<file path="config.mk">
export PLATFORM = sky130hd
export DESIGN_NAME = sdc_top
export DESIGN_NICKNAME = d
export VERILOG_FILES = /design/src/sdc_pkg.sv /design/src/sdc_cfg_if.sv /design/src/sdc_decode.sv /design/src/sdc_regs.sv /design/src/sdc_top.sv
export SDC_FILE = /design/constraint.sdc
export NUM_CORES = 1
export LEC_CHECK = 0
export BUFFER_PORTS_ARGS = -buffer_cell sky130_fd_sc_hd__buf_2
export CORE_ASPECT_RATIO = 0.9
export CORE_MARGIN = 2
export CORE_UTILIZATION = 44
export DETAILED_ROUTE_END_ITERATION = 10
export PLACE_DENSITY_LB_ADDON = 0.08
export SLEW_MARGIN = 5
export SYNTH_ARGS = -nofsm -noshare
export SYNTH_HDL_FRONTEND = slang
export SYNTH_SLANG_ARGS = --single-unit
</file>
<file path="constraint.sdc">
create_clock -name i_clk -period 2.42 [get_ports i_clk]
set_input_delay 0.363 -clock i_clk [delete_from_list [all_inputs] [get_ports i_clk]]
set_output_delay 0.363 -clock i_clk [all_outputs]
set_load 0.01 [all_outputs]
</file>
<file path="src/sdc_pkg.sv">
package sdc_pkg;
   // ==========================================================
   // register map
   localparam logic [1:0] SDC_ADDR_CTRL = 2'h0;
   localparam int SDC_ADDR_W = 2;
   localparam logic [7:0] SDC_CTRL_RESET = 8'h00;
   localparam logic [31:0] SDC_RD_UNMAPPED = 32'h0000_0000;
   // ==========================================================
   // control register fields
   localparam int SDC_BIT_ITG = 7;
   localparam int SDC_BIT_DRIVE = 6;
   localparam int SDC_BIT_RECIRC = 5;
   localparam int SDC_BIT_POL = 4;
   localparam int SDC_BIT_MOTOR = 2;
   localparam int SDC_STEP_HI = 1;
   localparam int SDC_STEP_LO = 0;
   localparam logic [7:0] SDC_CTRL_MASK = 8'hf7;
   localparam logic [1:0] SDC_STEP_EAST = 2'h0;
   localparam logic [1:0] SDC_STEP_NORTH = 2'h1;
   localparam logic [1:0] SDC_STEP_WEST = 2'h2;
   localparam logic [1:0] SDC_STEP_SOUTH = 2'h3;
   // ==========================================================
   // coil current codes: zero, +imax, -imax
   typedef enum logic [2:0] {
      SDC_I_ZERO = 3'b001,
      SDC_I_POS = 3'b010,
      SDC_I_NEG = 3'b100
   } sdc_cur_t;
   // bridge vector bit 0 is transistor 1; switch vector bit 0 is switch 1
   localparam logic [7:0] SDC_ALL_OFF = 8'h00;
endpackage

</file>
<file path="src/sdc_cfg_if.sv">
`timescale 1ns/1ns
// decoded control settings shared between register file and decoder
interface sdc_cfg_if;
   logic integrate_select;
   logic drive;
   logic recirc;
   logic integration_polarity;
   logic [1:0] step;
   modport src (output integrate_select, output drive, output recirc, output integration_polarity, output step);
   modport dst (input integrate_select, input drive, input recirc, input integration_polarity, input step);
endinterface

</file>
<file path="src/sdc_decode.sv">
`timescale 1ns/1ns
// ==========================================================
// combinational bridge and routing switch decode
module sdc_decode
   import sdc_pkg::*;
(
   sdc_cfg_if.dst cfg,
   output logic [7:0] o_bridge,
   output logic [7:0] o_switch,
   output sdc_cur_t o_sin_cur,
   output sdc_cur_t o_cos_cur
);
   // drive pair for the coil selected by the step
   function automatic logic [7:0] drive_pair(input logic [1:0] s);
      case (s)
         SDC_STEP_EAST: drive_pair = 8'h09;  // t1 t4
         SDC_STEP_NORTH: drive_pair = 8'h90; // t5 t8
         SDC_STEP_WEST: drive_pair = 8'h06;  // t2 t3
         default: drive_pair = 8'h60;        // t6 t7
      endcase
   endfunction

   // ==========================================================
   // transistors
   always_comb begin
      o_bridge = SDC_ALL_OFF;
      if (cfg.drive) begin
         o_bridge = drive_pair(cfg.step);
      end
      // blanking recirculates the idle coil; integration leaves it floating
      if (!cfg.integrate_select) begin
         if (!cfg.step[0]) begin
            o_bridge = o_bridge | (cfg.recirc ? 8'ha0 : 8'h50);
         end else begin
            o_bridge = o_bridge | (cfg.recirc ? 8'h0a : 8'h05);
         end
      end
   end

   // ==========================================================
   // routing switches to converter
   always_comb begin
      o_switch = SDC_ALL_OFF;
      if (cfg.integrate_select) begin
         case ({cfg.step, cfg.integration_polarity})
            3'h0: o_switch = 8'h90; // s5 ref, s8 integ
            3'h1: o_switch = 8'h60;
            3'h2: o_switch = 8'h06;
            3'h3: o_switch = 8'h09;
            3'h4: o_switch = 8'h60;
            3'h5: o_switch = 8'h90;
            3'h6: o_switch = 8'h09;
            default: o_switch = 8'h06;
         endcase
      end
   end

   // ==========================================================
   // coil current status
   always_comb begin
      o_sin_cur = SDC_I_ZERO;
      o_cos_cur = SDC_I_ZERO;
      if (cfg.drive) begin
         case (cfg.step)
            SDC_STEP_EAST: o_sin_cur = SDC_I_POS;
            SDC_STEP_WEST: o_sin_cur = SDC_I_NEG;
            SDC_STEP_NORTH: o_cos_cur = SDC_I_POS;
            default: o_cos_cur = SDC_I_NEG;
         endcase
      end
   end
endmodule

</file>
<file path="src/sdc_regs.sv">
`timescale 1ns/1ns
// ==========================================================
// avalon slave holding the control register
module sdc_regs
   import sdc_pkg::*;
(
   input wire logic i_clk,
   input wire logic i_rst_n,
   input wire logic [SDC_ADDR_W-1:0] i_address,
   input wire logic i_read,
   input wire logic i_write,
   input wire logic [31:0] i_writedata,
   input wire logic [3:0] i_byteenable,
   output logic [31:0] o_readdata,
   output logic o_waitrequest,
   output logic [7:0] o_ctrl,
   sdc_cfg_if.src cfg
);
   logic ack_q;
   logic wait_q;
   logic [7:0] ctrl_q;
   logic [31:0] rdata_q;
   logic hit;

   assign hit = (i_address == SDC_ADDR_CTRL);

   // one wait cycle per access; ack drops waitrequest on the first edge
   always_ff @(posedge i_clk) begin
      if (!i_rst_n) begin
         ack_q <= 1'b0;
      end else begin
         ack_q <= (i_read | i_write) & ~ack_q;
      end
   end

   // waitrequest has its own flop so the pin never sees a gate; always the inverse of ack
   always_ff @(posedge i_clk) begin
      if (!i_rst_n) begin
         wait_q <= 1'b1;
      end else begin
         wait_q <= ~((i_read | i_write) & ~ack_q);
      end
   end

   // control register, writable any time
   always_ff @(posedge i_clk) begin
      if (!i_rst_n) begin
         ctrl_q <= SDC_CTRL_RESET;
      end else if (i_write && !ack_q && hit && i_byteenable[0]) begin
         ctrl_q <= i_writedata[7:0] & SDC_CTRL_MASK;
      end
   end

   // read data registered; unmapped reads return zero
   always_ff @(posedge i_clk) begin
      if (!i_rst_n) begin
         rdata_q <= SDC_RD_UNMAPPED;
      end else if (i_read && !ack_q) begin
         rdata_q <= hit ? {24'h000000, ctrl_q} : SDC_RD_UNMAPPED;
      end
   end

   assign o_readdata = rdata_q;
   assign o_waitrequest = wait_q;
   assign o_ctrl = ctrl_q;
   assign cfg.integrate_select = ctrl_q[SDC_BIT_ITG];
   assign cfg.drive = ctrl_q[SDC_BIT_DRIVE];
   assign cfg.recirc = ctrl_q[SDC_BIT_RECIRC];
   assign cfg.integration_polarity = ctrl_q[SDC_BIT_POL];
   assign cfg.step = ctrl_q[SDC_STEP_HI:SDC_STEP_LO];

   // ==========================================================
   // checks
   property p_reg_reset;
      @(posedge i_clk) !i_rst_n |=> ctrl_q == SDC_CTRL_RESET;
   endproperty
   a_reg_reset: assert property (p_reg_reset) else $error("ctrl not cleared");

   property p_reg_write;
      @(posedge i_clk) disable iff (!i_rst_n)
         i_write && !ack_q && hit && i_byteenable[0]
         |=> ctrl_q == ($past(i_writedata[7:0]) & SDC_CTRL_MASK);
   endproperty
   a_reg_write: assert property (p_reg_write) else $error("write lost");

   property p_reg_ack;
      @(posedge i_clk) disable iff (!i_rst_n)
         (i_read || i_write) && !ack_q |=> !o_waitrequest;
   endproperty
   a_reg_ack: assert property (p_reg_ack) else $error("no ack");

   c_reg_wr: cover property (@(posedge i_clk) i_write && !o_waitrequest);
   c_reg_rd: cover property (@(posedge i_clk) i_read && !o_waitrequest);
endmodule

</file>
<file path="src/sdc_top.sv">
`timescale 1ns/1ns
// Behaviour
// - bit7 set floats idle coil, clear recirculates
// - itg clear: blanking, converter reset, accumulator zero
// - itg set routes idle coil to converter
// - bit6 drives or releases the stepped coil
// - bit5 picks high or low recirculation side
// - bit4 picks idle coil end to integrator
// - bit2 selects motor a or b
// - bits1:0 full step east north west south
// - itg set, drive clear: all transistors off
// - drive pairs t1t4 t5t8 t2t3 t6t7
// - blanking recirculation pairs per step and side
// - integration keeps idle coil transistors off
// - switch closure table by step and polarity
// - polarity swaps integrator and reference nodes
// - coil current signs per step
// - control register offset zero, any-time access
// - enable clear releases coils
module sdc_top
   import sdc_pkg::*;
(
   input wire logic i_clk,
   input wire logic i_rst_n,
   input wire logic [SDC_ADDR_W-1:0] i_avs_address,
   input wire logic i_avs_read,
   input wire logic i_avs_write,
   input wire logic [31:0] i_avs_writedata,
   input wire logic [3:0] i_avs_byteenable,
   input wire logic i_return_zero_enable,
   output logic [31:0] o_avs_readdata,
   output logic o_avs_waitrequest,
   output logic [7:0] o_bridge_a,
   output logic [7:0] o_bridge_b,
   output logic o_coil_ctrl_a,
   output logic o_coil_ctrl_b,
   output logic [7:0] o_switch,
   output logic o_motor_select,
   output logic o_conv_reset,
   output logic o_acc_clear,
   output logic [2:0] o_sin_current,
   output logic [2:0] o_cos_current
);
   sdc_cfg_if cfg ();
   logic [7:0] ctrl;
   logic [7:0] bridge;
   logic [7:0] sw;
   sdc_cur_t sin_cur;
   sdc_cur_t cos_cur;
   logic [7:0] bridge_a_q;
   logic [7:0] bridge_b_q;
   logic own_a_q;
   logic own_b_q;
   logic [7:0] switch_q;
   logic motor_q;
   logic conv_rst_q;
   logic [2:0] sin_q;
   logic [2:0] cos_q;

   // ==========================================================
   // register slave
   sdc_regs u_regs (
      .i_clk(i_clk),
      .i_rst_n(i_rst_n),
      .i_address(i_avs_address),
      .i_read(i_avs_read),
      .i_write(i_avs_write),
      .i_writedata(i_avs_writedata),
      .i_byteenable(i_avs_byteenable),
      .o_readdata(o_avs_readdata),
      .o_waitrequest(o_avs_waitrequest),
      .o_ctrl(ctrl),
      .cfg(cfg)
   );

   sdc_decode u_dec (
      .cfg(cfg),
      .o_bridge(bridge),
      .o_switch(sw),
      .o_sin_cur(sin_cur),
      .o_cos_cur(cos_cur)
   );

   // ==========================================================
   // bridge outputs go only to the selected motor and only while enabled;
   // registered so outputs lag the register by one clock
   always_ff @(posedge i_clk) begin
      if (!i_rst_n) begin
         bridge_a_q <= SDC_ALL_OFF;
         bridge_b_q <= SDC_ALL_OFF;
         own_a_q <= 1'b0;
         own_b_q <= 1'b0;
      end else begin
         own_a_q <= i_return_zero_enable & ~ctrl[SDC_BIT_MOTOR];
         own_b_q <= i_return_zero_enable & ctrl[SDC_BIT_MOTOR];
         bridge_a_q <= (i_return_zero_enable && !ctrl[SDC_BIT_MOTOR]) ? bridge
            : SDC_ALL_OFF;
         bridge_b_q <= (i_return_zero_enable && ctrl[SDC_BIT_MOTOR]) ? bridge
            : SDC_ALL_OFF;
      end
   end

   // switches and converter control follow itg regardless of enable
   always_ff @(posedge i_clk) begin
      if (!i_rst_n) begin
         switch_q <= SDC_ALL_OFF;
         motor_q <= 1'b0;
         conv_rst_q <= 1'b1;
         sin_q <= SDC_I_ZERO;
         cos_q <= SDC_I_ZERO;
      end else begin
         switch_q <= sw;
         motor_q <= ctrl[SDC_BIT_MOTOR];
         conv_rst_q <= ~ctrl[SDC_BIT_ITG];
         sin_q <= (i_return_zero_enable) ? sin_cur : SDC_I_ZERO;
         cos_q <= (i_return_zero_enable) ? cos_cur : SDC_I_ZERO;
      end
   end

   assign o_bridge_a = bridge_a_q;
   assign o_bridge_b = bridge_b_q;
   assign o_coil_ctrl_a = own_a_q;
   assign o_coil_ctrl_b = own_b_q;
   assign o_switch = switch_q;
   assign o_motor_select = motor_q;
   assign o_conv_reset = conv_rst_q;
   assign o_acc_clear = conv_rst_q;
   assign o_sin_current = sin_q;
   assign o_cos_current = cos_q;

   // ==========================================================
   // checks
   // field views for the checks; the motor split mirrors the bridge gating
   logic [1:0] chk_step;
   logic chk_itg;
   logic chk_drv;
   logic chk_a;
   logic chk_b;
   assign chk_step = ctrl[SDC_STEP_HI:SDC_STEP_LO];
   assign chk_itg = ctrl[SDC_BIT_ITG];
   assign chk_drv = ctrl[SDC_BIT_DRIVE];
   assign chk_a = i_return_zero_enable & ~ctrl[SDC_BIT_MOTOR];
   assign chk_b = i_return_zero_enable & ctrl[SDC_BIT_MOTOR];

   property p_itg_off;
      @(posedge i_clk) disable iff (!i_rst_n)
         i_return_zero_enable && ctrl[SDC_BIT_ITG] && !ctrl[SDC_BIT_DRIVE]
         |=> (o_bridge_a | o_bridge_b) == SDC_ALL_OFF;
   endproperty
   a_itg_off: assert property (p_itg_off) else $error("bridge on in float");

   property p_release;
      @(posedge i_clk) disable iff (!i_rst_n)
         !i_return_zero_enable |=> (o_bridge_a | o_bridge_b) == SDC_ALL_OFF && !o_coil_ctrl_a;
   endproperty
   a_release: assert property (p_release) else $error("coils not released");

   property p_blank;
      @(posedge i_clk) disable iff (!i_rst_n)
         !ctrl[SDC_BIT_ITG] |=> o_switch == SDC_ALL_OFF && o_conv_reset && o_acc_clear;
   endproperty
   a_blank: assert property (p_blank) else $error("blanking not applied");

   property p_route;
      @(posedge i_clk) disable iff (!i_rst_n)
         ctrl[SDC_BIT_ITG] |=> $countones(o_switch) == 2 && !o_conv_reset;
   endproperty
   a_route: assert property (p_route) else $error("routing wrong");

   property p_east;
      @(posedge i_clk) disable iff (!i_rst_n)
         ctrl[SDC_BIT_ITG] && ctrl[1:0] == SDC_STEP_EAST && !ctrl[SDC_BIT_POL]
         |=> o_switch == 8'h90;
   endproperty
   a_east: assert property (p_east) else $error("east switches wrong");

   property p_drive_a;
      @(posedge i_clk) disable iff (!i_rst_n)
         i_return_zero_enable && !ctrl[SDC_BIT_MOTOR] && ctrl[SDC_BIT_DRIVE]
         && ctrl[1:0] == SDC_STEP_NORTH |=> o_bridge_a[7] && o_bridge_a[4] && o_bridge_b == 8'h00;
   endproperty
   a_drive_a: assert property (p_drive_a) else $error("north drive wrong");

   property p_recirc;
      @(posedge i_clk) disable iff (!i_rst_n)
         i_return_zero_enable && !ctrl[SDC_BIT_MOTOR] && !ctrl[SDC_BIT_ITG]
         && !ctrl[SDC_BIT_DRIVE] && ctrl[1:0] == SDC_STEP_WEST && ctrl[SDC_BIT_RECIRC]
         |=> o_bridge_a == 8'ha0;
   endproperty
   a_recirc: assert property (p_recirc) else $error("recirc wrong");

   property p_current;
      @(posedge i_clk) disable iff (!i_rst_n)
         i_return_zero_enable && ctrl[SDC_BIT_DRIVE] && ctrl[1:0] == SDC_STEP_SOUTH
         |=> o_cos_current == SDC_I_NEG && o_sin_current == SDC_I_ZERO;
   endproperty
   a_current: assert property (p_current) else $error("current wrong");

   property p_float_even;
      @(posedge i_clk) disable iff (!i_rst_n)
         chk_a && chk_itg && !chk_step[0]
         |=> o_bridge_a[7:4] == 4'h0;
   endproperty
   a_float_even: assert property (p_float_even) else $error("idle cosine driven");

   property p_float_odd;
      @(posedge i_clk) disable iff (!i_rst_n)
         chk_a && chk_itg && chk_step[0]
         |=> o_bridge_a[3:0] == 4'h0;
   endproperty
   a_float_odd: assert property (p_float_odd) else $error("idle sine driven");

   property p_float_b;
      @(posedge i_clk) disable iff (!i_rst_n)
         chk_b && chk_itg && !chk_step[0]
         |=> o_bridge_b[7:4] == 4'h0;
   endproperty
   a_float_b: assert property (p_float_b) else $error("idle coil b driven");

   property p_recirc_hi;
      @(posedge i_clk) disable iff (!i_rst_n)
         chk_a && !chk_itg && !ctrl[SDC_BIT_RECIRC] && !chk_step[0]
         |=> o_bridge_a[7:4] == 4'h5;
   endproperty
   a_recirc_hi: assert property (p_recirc_hi) else $error("high recirc wrong");

   property p_recirc_lo;
      @(posedge i_clk) disable iff (!i_rst_n)
         chk_a && !chk_itg && ctrl[SDC_BIT_RECIRC] && !chk_step[0]
         |=> o_bridge_a[7:4] == 4'ha;
   endproperty
   a_recirc_lo: assert property (p_recirc_lo) else $error("low recirc wrong");

   property p_recirc_odd_hi;
      @(posedge i_clk) disable iff (!i_rst_n)
         chk_a && !chk_itg && !ctrl[SDC_BIT_RECIRC] && chk_step[0]
         |=> o_bridge_a[3:0] == 4'h5;
   endproperty
   a_recirc_odd_hi: assert property (p_recirc_odd_hi) else $error("sine recirc wrong");

   property p_recirc_odd_lo;
      @(posedge i_clk) disable iff (!i_rst_n)
         chk_a && !chk_itg && ctrl[SDC_BIT_RECIRC] && chk_step[0]
         |=> o_bridge_a[3:0] == 4'ha;
   endproperty
   a_recirc_odd_lo: assert property (p_recirc_odd_lo) else $error("sine recirc wrong");

   property p_undriven;
      @(posedge i_clk) disable iff (!i_rst_n)
         chk_a && !chk_drv && !chk_step[0]
         |=> o_bridge_a[3:0] == 4'h0;
   endproperty
   a_undriven: assert property (p_undriven) else $error("sine not released");

   property p_undriven_odd;
      @(posedge i_clk) disable iff (!i_rst_n)
         chk_a && !chk_drv && chk_step[0]
         |=> o_bridge_a[7:4] == 4'h0;
   endproperty
   a_undriven_odd: assert property (p_undriven_odd) else $error("cosine not released");

   property p_drive_east;
      @(posedge i_clk) disable iff (!i_rst_n)
         chk_a && chk_drv && chk_step == SDC_STEP_EAST
         |=> o_bridge_a[3:0] == 4'h9;
   endproperty
   a_drive_east: assert property (p_drive_east) else $error("east drive wrong");

   property p_drive_west;
      @(posedge i_clk) disable iff (!i_rst_n)
         chk_a && chk_drv && chk_step == SDC_STEP_WEST
         |=> o_bridge_a[3:0] == 4'h6;
   endproperty
   a_drive_west: assert property (p_drive_west) else $error("west drive wrong");

   property p_drive_south;
      @(posedge i_clk) disable iff (!i_rst_n)
         chk_b && chk_drv && chk_step == SDC_STEP_SOUTH
         |=> o_bridge_b[7:4] == 4'h6 && o_bridge_a == SDC_ALL_OFF;
   endproperty
   a_drive_south: assert property (p_drive_south) else $error("south drive wrong");

   property p_motor_b;
      @(posedge i_clk) disable iff (!i_rst_n)
         ctrl[SDC_BIT_MOTOR]
         |=> o_motor_select && !o_coil_ctrl_a;
   endproperty
   a_motor_b: assert property (p_motor_b) else $error("motor b not chosen");

   property p_motor_a;
      @(posedge i_clk) disable iff (!i_rst_n)
         !ctrl[SDC_BIT_MOTOR]
         |=> !o_motor_select && !o_coil_ctrl_b;
   endproperty
   a_motor_a: assert property (p_motor_a) else $error("motor a not chosen");

   property p_own;
      @(posedge i_clk) disable iff (!i_rst_n)
         chk_a
         |=> o_coil_ctrl_a && o_bridge_b == SDC_ALL_OFF;
   endproperty
   a_own: assert property (p_own) else $error("coil a not owned");

   property p_route_north;
      @(posedge i_clk) disable iff (!i_rst_n)
         chk_itg && chk_step == SDC_STEP_NORTH && ctrl[SDC_BIT_POL]
         |=> o_switch == 8'h09;
   endproperty
   a_route_north: assert property (p_route_north) else $error("north routing wrong");

   property p_route_north0;
      @(posedge i_clk) disable iff (!i_rst_n)
         chk_itg && chk_step == SDC_STEP_NORTH && !ctrl[SDC_BIT_POL]
         |=> o_switch == 8'h06;
   endproperty
   a_route_north0: assert property (p_route_north0) else $error("north routing wrong");

   property p_route_west;
      @(posedge i_clk) disable iff (!i_rst_n)
         chk_itg && chk_step == SDC_STEP_WEST && !ctrl[SDC_BIT_POL]
         |=> o_switch == 8'h60;
   endproperty
   a_route_west: assert property (p_route_west) else $error("west routing wrong");

   property p_route_south;
      @(posedge i_clk) disable iff (!i_rst_n)
         chk_itg && chk_step == SDC_STEP_SOUTH && ctrl[SDC_BIT_POL]
         |=> o_switch == 8'h06;
   endproperty
   a_route_south: assert property (p_route_south) else $error("south routing wrong");

   property p_cur_idle;
      @(posedge i_clk) disable iff (!i_rst_n)
         !chk_drv || !i_return_zero_enable
         |=> o_sin_current == SDC_I_ZERO && o_cos_current == SDC_I_ZERO;
   endproperty
   a_cur_idle: assert property (p_cur_idle) else $error("current not zero");

   property p_cur_east;
      @(posedge i_clk) disable iff (!i_rst_n)
         i_return_zero_enable && chk_drv && chk_step == SDC_STEP_EAST
         |=> o_sin_current == SDC_I_POS && o_cos_current == SDC_I_ZERO;
   endproperty
   a_cur_east: assert property (p_cur_east) else $error("east current wrong");

   property p_cur_north;
      @(posedge i_clk) disable iff (!i_rst_n)
         i_return_zero_enable && chk_drv && chk_step == SDC_STEP_NORTH
         |=> o_cos_current == SDC_I_POS && o_sin_current == SDC_I_ZERO;
   endproperty
   a_cur_north: assert property (p_cur_north) else $error("north current wrong");

   c_integrate: cover property (@(posedge i_clk) o_switch != SDC_ALL_OFF && o_bridge_a != 8'h00);
   c_motor_b: cover property (@(posedge i_clk) o_bridge_b != 8'h00);
   c_blank: cover property (@(posedge i_clk) o_conv_reset && o_coil_ctrl_a);
endmodule

</file>
==> impl_metrics.yaml, run 1 <==
worst_setup_path:
  crit_required_ns: 2.64
  r2r_end: "u_regs.o_ctrl[4]"
  critPathSlowestCell: "nor4_4"
  r2r_slack_ns: 1.16
  cpLargestDelayFamily: "simple AND/OR/NAND/NOR gates"
  reg2reg_from: "u_regs.ack_q"
  critPathKind: "reg2reg"
  crit_path_max_incr_delay_ns: 0.58
  worstPathArrival_ns: 1.49
  cp_max_fo: 7
  reg2reg_depth: 2
  critical_path_buf_inv_count: 0
  crit_chain: "nor4_4 -> mux2i_1"
  critPathLaunchType: "register"
  end_kind: "register"
place:
  placed_cells: 266
  dp_hpwl_um: 2210
  gp_congestion: 0.742
  dp_slack_ns: 0.952
  portBuffers: 57
  dpl_cell_area_um2: 1890
final_layout:
  antenna_cells: 0
  layout-drive-gt1-share: 0.289
  fillers: 357
  layout-area-overhead-vs-synth_pct: 17.3
  finish.instance_area_um2: 2000
  fin_cells: 274
  fin_nets: 270
  ff_latch_area_um2: 921
  multi_input_area_um2: 606
floorplanning:
  rows: 21
  die_area_um2: 4390
  core_area_um2: 3730
  die_h_um: 63.1
  die_w_um: 69.7
  io_pins: 111
  initial_core_util: 0.457
timing:
  finalSetupTns_ns: 0
  slew_headroom: 0.568
  fmax_mhz: 792
  fin_skew_ns: 0.00427
  drv_slew: 0
  grt_setup_unrepaired: "no"
  layout_min_cycle_time_ns: 1.26
  tightest_slew_ns: 0.644
  finalSetupViolCount: 0
  hold_violations: 0
  setup_ws_ns: 1.16
  layout_worst_path_cycle_share: 0.522
  hold_ws_ns: 0.315
cts:
  clockBufferDepth: 2
  cts_root_buf: "clkbuf_8"
  cts_buffers: 5
  postCtsHoldBufs: 0
  cts_setup_buffers: 0
  path_clk_slew_ns: 0.08
  h-tree-depth: 2
  cts_tree: "yes"
  clk_latency_ns: 0.29
  clock_sinks: 46
  cts_resized: 0
synthesis:
  ys_warn_count: 0
  synth_area_leaders: "dfxtp_1 54%, buf_4 13%, nor2_1 5.7%"
  ys_seq_area_frac: 0.540
  yosys.area.top_type: "dfxtp_1"
  synth.cell_area_um2: 1710
  synth_top_area_frac: 0.540
  syn_area_per_cell_um2: 9.81
  synth.distinct_cells: 26
  ys_ff_latch: 46
  syn_inst: 174
global_routing:
  grt_pass1_wl_um: 4820
  grt_pass1_vias: 1095
  grt.total_usage: 0.140
  grt_overflow: 0
  antenna_found_initial: 0
  grt_start_max_net_pins: 28
route:
  drc: 0
  drt_iter0_drc: 23
  drtAntennaViolNets: 0
  dr.pass1.iters: 4
  wirelength_um: 3000
  wl_per_cell_um: 10.9
  via_count: 1197
  vias_per_cell: 4.37
hold_path:
  hold-path-endpoint: "u_regs.o_ctrl[7]"
  hold_start: "i_avs_writedata[7]"
  min_path_type: "in2reg"
  hold_path_depth: 3
job:
  maxCapViolations: 0
pwr:
  p_per_area_nw_per_um2: 697
  p_leak_nw: 0.972
  ir_drop_mv: 0.340
outcome:
  status: "completed"
## cells in the mapped netlist
library cell,number
mux2i_1,7
nor4b_4,1
nand4_1,1
nor3_1,3
buf_2,3
clkbuf_1,2
conb_1,1
nand3b_1,1
a32oi_1,1
and3b_1,2
xnor2_1,1
nor2_1,26
nor2b_1,8
nand2b_1,1
o211a_1,1
nand3_1,3
inv_1,6
a22oi_1,7
nand2_1,15
dfxtp_1,46
nor4_4,1
a31oi_1,1
a21oi_1,3
nor3b_1,2
xor2_1,1
buf_4,30
## layout by cell type, fill, tap and decap left out
| cell | count |
|---|---|
| nand2b_1 | 1 |
| nor3b_1 | 2 |
| clkinvlp_4 | 1 |
| nor2b_1 | 8 |
| nor4b_4 | 1 |
| a22oi_1 | 7 |
| inv_1 | 6 |
| conb_1 | 25 |
| nand2_1 | 15 |
| buf_2 | 57 |
| o211a_1 | 1 |
| nor3_1 | 3 |
| bufinv_16 | 1 |
| nand3_1 | 3 |
| clkbuf_8 | 5 |
| clkbuf_1 | 1 |
| a32oi_1 | 1 |
| a21oi_1 | 3 |
| xnor2_1 | 1 |
| a31oi_1 | 1 |
| nor4_4 | 1 |
| xor2_1 | 1 |
| nand3b_1 | 1 |
| mux2i_1 | 7 |
| nand4_1 | 1 |
| dfxtp_1 | 46 |
| nor2_1 | 26 |
| and3b_1 | 2 |
## through the flow
step	total power [W]	util
2_1_floorplan	0.000873	-
4_1_cts	0.00142	0.537
3_3_place_gp	0.000869	0.507
5_1_grt	0.00146	0.537
3_5_place_dp	0.000871	0.507
6_report	0.00139	0.537
## worst min-delay path, cell delays in order
cell	delay (ns)
buf_2	0.10
nand2_1	0.04
mux2i_1	0.05
## worst max path at each step
stage / startpoint / end / cells past startpoint
3_5_place_dp: i_avs_address[1] / u_regs.o_ctrl[4] / 3
6_report: u_regs.ack_q / u_regs.o_ctrl[4] / 2
4_1_cts: u_regs.ack_q / u_regs.o_ctrl[4] / 2
2_1_floorplan: i_avs_address[1] / u_regs.o_ctrl[0] / 2
3_3_place_gp: i_avs_address[1] / u_regs.o_ctrl[7] / 3
5_1_grt: u_regs.o_ctrl[0] / o_bridge_a[2] / 3
## per-layer routing
metal / vias up / GRT usage / part of all wire
met5: - / 0 / 0
met4: 0 / 0.0721 / 0.018
met3: 7 / 0.0528 / 0.085
met2: 47 / 0.230 / 0.45
met1: 529 / 0.161 / 0.45
li1: 614 / - / -
## flip-flops by register name, summed over array words and instances (netlist names)
register              cells
u_regs.o_waitrequest      1
o_switch                  4
o_bridge_b                8
u_regs.ack_q              1
o_motor_select            1
o_cos_current             3
o_bridge_a                8
o_sin_current             3
o_acc_clear               1
o_coil_ctrl_a             1
u_regs.o_readdata         7
u_regs.o_ctrl             7
o_coil_ctrl_b             1
## cell families (layout without fill, tap and decap cells)
family / after synthesis / count (layout) / synth area share
muxes: 7 / 7 / 0.0411
xor gates and xnor gates: 2 / 2 / 0.0103
other: 1 / 25 / 0.00220
and+or+nand+nor: 64 / 64 / 0.194
DFF: 46 / 46 / 0.540
AOI/OAI and AO/OA: 13 / 13 / 0.0543
buffers and inverters: 41 / 71 / 0.158
## cell type report
class / instances / area share
Clock buffer: 6 / 0.0363
Clock inverter: 2 / 0.0188
Multi-Input combinational cell: 111 / 0.303
Tap cell: 46 / 0.0287
Inverter: 6 / 0.0113
Timing Repair Buffer: 57 / 0.143
Sequential cell: 46 / 0.460
## power breakdown
group / internal (W) / switching [W]
clock network: 0.000308 / 0.000234
registers: 0.000766 / 0.00000889
logic: 0.0000256 / 0.0000524
Note: power is estimated with default switching activity, not from simulation.
==> inputs of run 2 (changes only) <==
CORE_UTILIZATION = 41   (was 44)
clock period = 1.3 ns   (was 2.42 ns; I/O delays follow)
==> run 2 against run 1 <==
Against the previous run: flip-flop and latch count did not move; clock skew decreased by 0.00073 ns; utilization decreased by 3.3 points; highest routed layer unchanged.
==> impl_metrics.yaml, run 2 (same netlist as run 1, synthesis figures left out) <==
outcome:
  status: "completed"
final_layout:
  ff_latch_area_um2: 921
  final_cell_mix: "57 x buf_2, 46 x dfxtp_1, 26 x nor2_1, 25 x conb_1, 15 x nand2_1"
  multi_input_area_um2: 606
  layout-area-overhead-vs-synth_pct: 19.4
  fin_cells: 280
  fillers: 390
  antenna_cells: 0
  mostFrequentLayoutCell: "buf_2"
  fin_nets: 274
  layout-drive-gt1-share: 0.306
route:
  vias_per_cell: 4.48
  dr.pass1.iters: 4
  wirelength_um: 3130
  wl_per_cell_um: 11.2
  drtAntennaViolNets: 0
  drc: 0
  via_count: 1253
  drt_iter0_drc: 43
timing:
  drv_slew: 0
  finalSetupViolCount: 0
  layout_worst_path_cycle_share: 0.878
  fin_skew_ns: 0.00355
  finalSetupTns_ns: 0
  grt_setup_unrepaired: "no"
  layout_min_cycle_time_ns: 1.14
  hold_violations: 0
  fmax_mhz: 876
place:
  placed_cells: 272
  portBuffers: 57
  gp_congestion: 0.759
  dp_hpwl_um: 2370
floorplanning:
  core_area_um2: 4050
  io_pins: 111
  initial_core_util: 0.422
  die_w_um: 72.0
  die_area_um2: 4700
  die_h_um: 65.2
  rows: 22
global_routing:
  grt_start_max_net_pins: 19
  grt_pass1_vias: 1076
  grt_overflow: 0
  grt_pass1_wl_um: 4910
  antenna_found_initial: 0
  grt.total_usage: 0.136
pwr:
  ir_drop_mv: 0.604
  pwr-share-seq: 0.546
  p_per_area_nw_per_um2: 1290
  power_frac_clock: 0.396
  p_int_w: 0.00205
  p_leak_nw: 0.992
  p_sw_w: 0.000590
  p_comb_frac: 0.058
  swShare: 0.223
job:
  maxCapViolations: 0
worst_setup_path:
  critPathKind: "reg2reg"
  cp_max_fo: 7
  critPathLaunchType: "register"
  crit_required_ns: 1.53
  worstPathArrival_ns: 1.37
  end_kind: "register"
  reg2reg_depth: 3
cts:
  cts_setup_buffers: 0
  path_clk_slew_ns: 0.08
  cts_tree: "yes"
  h-tree-depth: 2
  cts_root_buf: "clkbuf_8"
  clock_sinks: 46
  cts_resized: 0
  postCtsHoldBufs: 0
  cts_buffers: 5
  clockBufferDepth: 2
  clk_latency_ns: 0.29
hold_path:
  min_path_type: "in2reg"
  hold_path_depth: 3
run 2: worst max-delay path: stages (launching register included):
cell	delay [ns]
dfxtp_1	0.37
nor4b_4	0.43
a22oi_1	0.12
nor2b_1	0.15
run 2: metrics by stage:
stage          hold WS [ns]  instance area, um^2  total power [W]  utilization  setup WS (ns)
3_3_place_gp          0.444                 1920          0.00162        0.476          0.192
6_report              0.148                 2040          0.00264        0.504          0.159
2_1_floorplan         0.310                 1800          0.00163            -          0.188
5_1_grt               0.153                 2040          0.00275        0.504         0.0514
3_5_place_dp          0.459                 1920          0.00162        0.476          0.159
4_1_cts               0.141                 2040          0.00266        0.504          0.162
run 2: path summary, 6_finish.rpt:
| check | endpoint | slack, ns | startpoint |
|---|---|---|---|
| setup / recovery | u_regs.o_readdata[4] | 0.16 | u_regs.ack_q |
| hold / removal | u_regs.o_ctrl[7] | 0.15 | i_avs_writedata[7] |
| hold reg to reg | o_motor_select | 0.51 | u_regs.o_ctrl[2] |
| setup reg to reg | u_regs.o_readdata[4] | 0.16 | u_regs.ack_q |
run 2: cell type report:
type | instances | area share
clock buffers | 5 | 0.0338
clock inverters | 3 | 0.0221
repair buffers | 61 | 0.155
multi-input cells | 111 | 0.297
flip-flops and latches | 46 | 0.452
well taps | 48 | 0.0295
inverters | 6 | 0.0110
run 2: power by group through the flow:
stage          registers (W)  logic [W]  clock network [W]
2_1_floorplan        0.00148   0.000149                  0
3_3_place_gp         0.00147   0.000150                  0
3_5_place_dp         0.00147   0.000152                  0
4_1_cts              0.00144   0.000152            0.00107
5_1_grt              0.00144   0.000169            0.00114
6_report             0.00144   0.000153            0.00105
run 2: routing by layer:
metal / share of wire / GRT usage / up-vias
met4: 0.013 / 0.0566 / 0
met3: 0.090 / 0.0383 / 5
met5: 0 / 0 / -
met2: 0.47 / 0.223 / 53
li1: - / - / 624
met1: 0.43 / 0.166 / 571
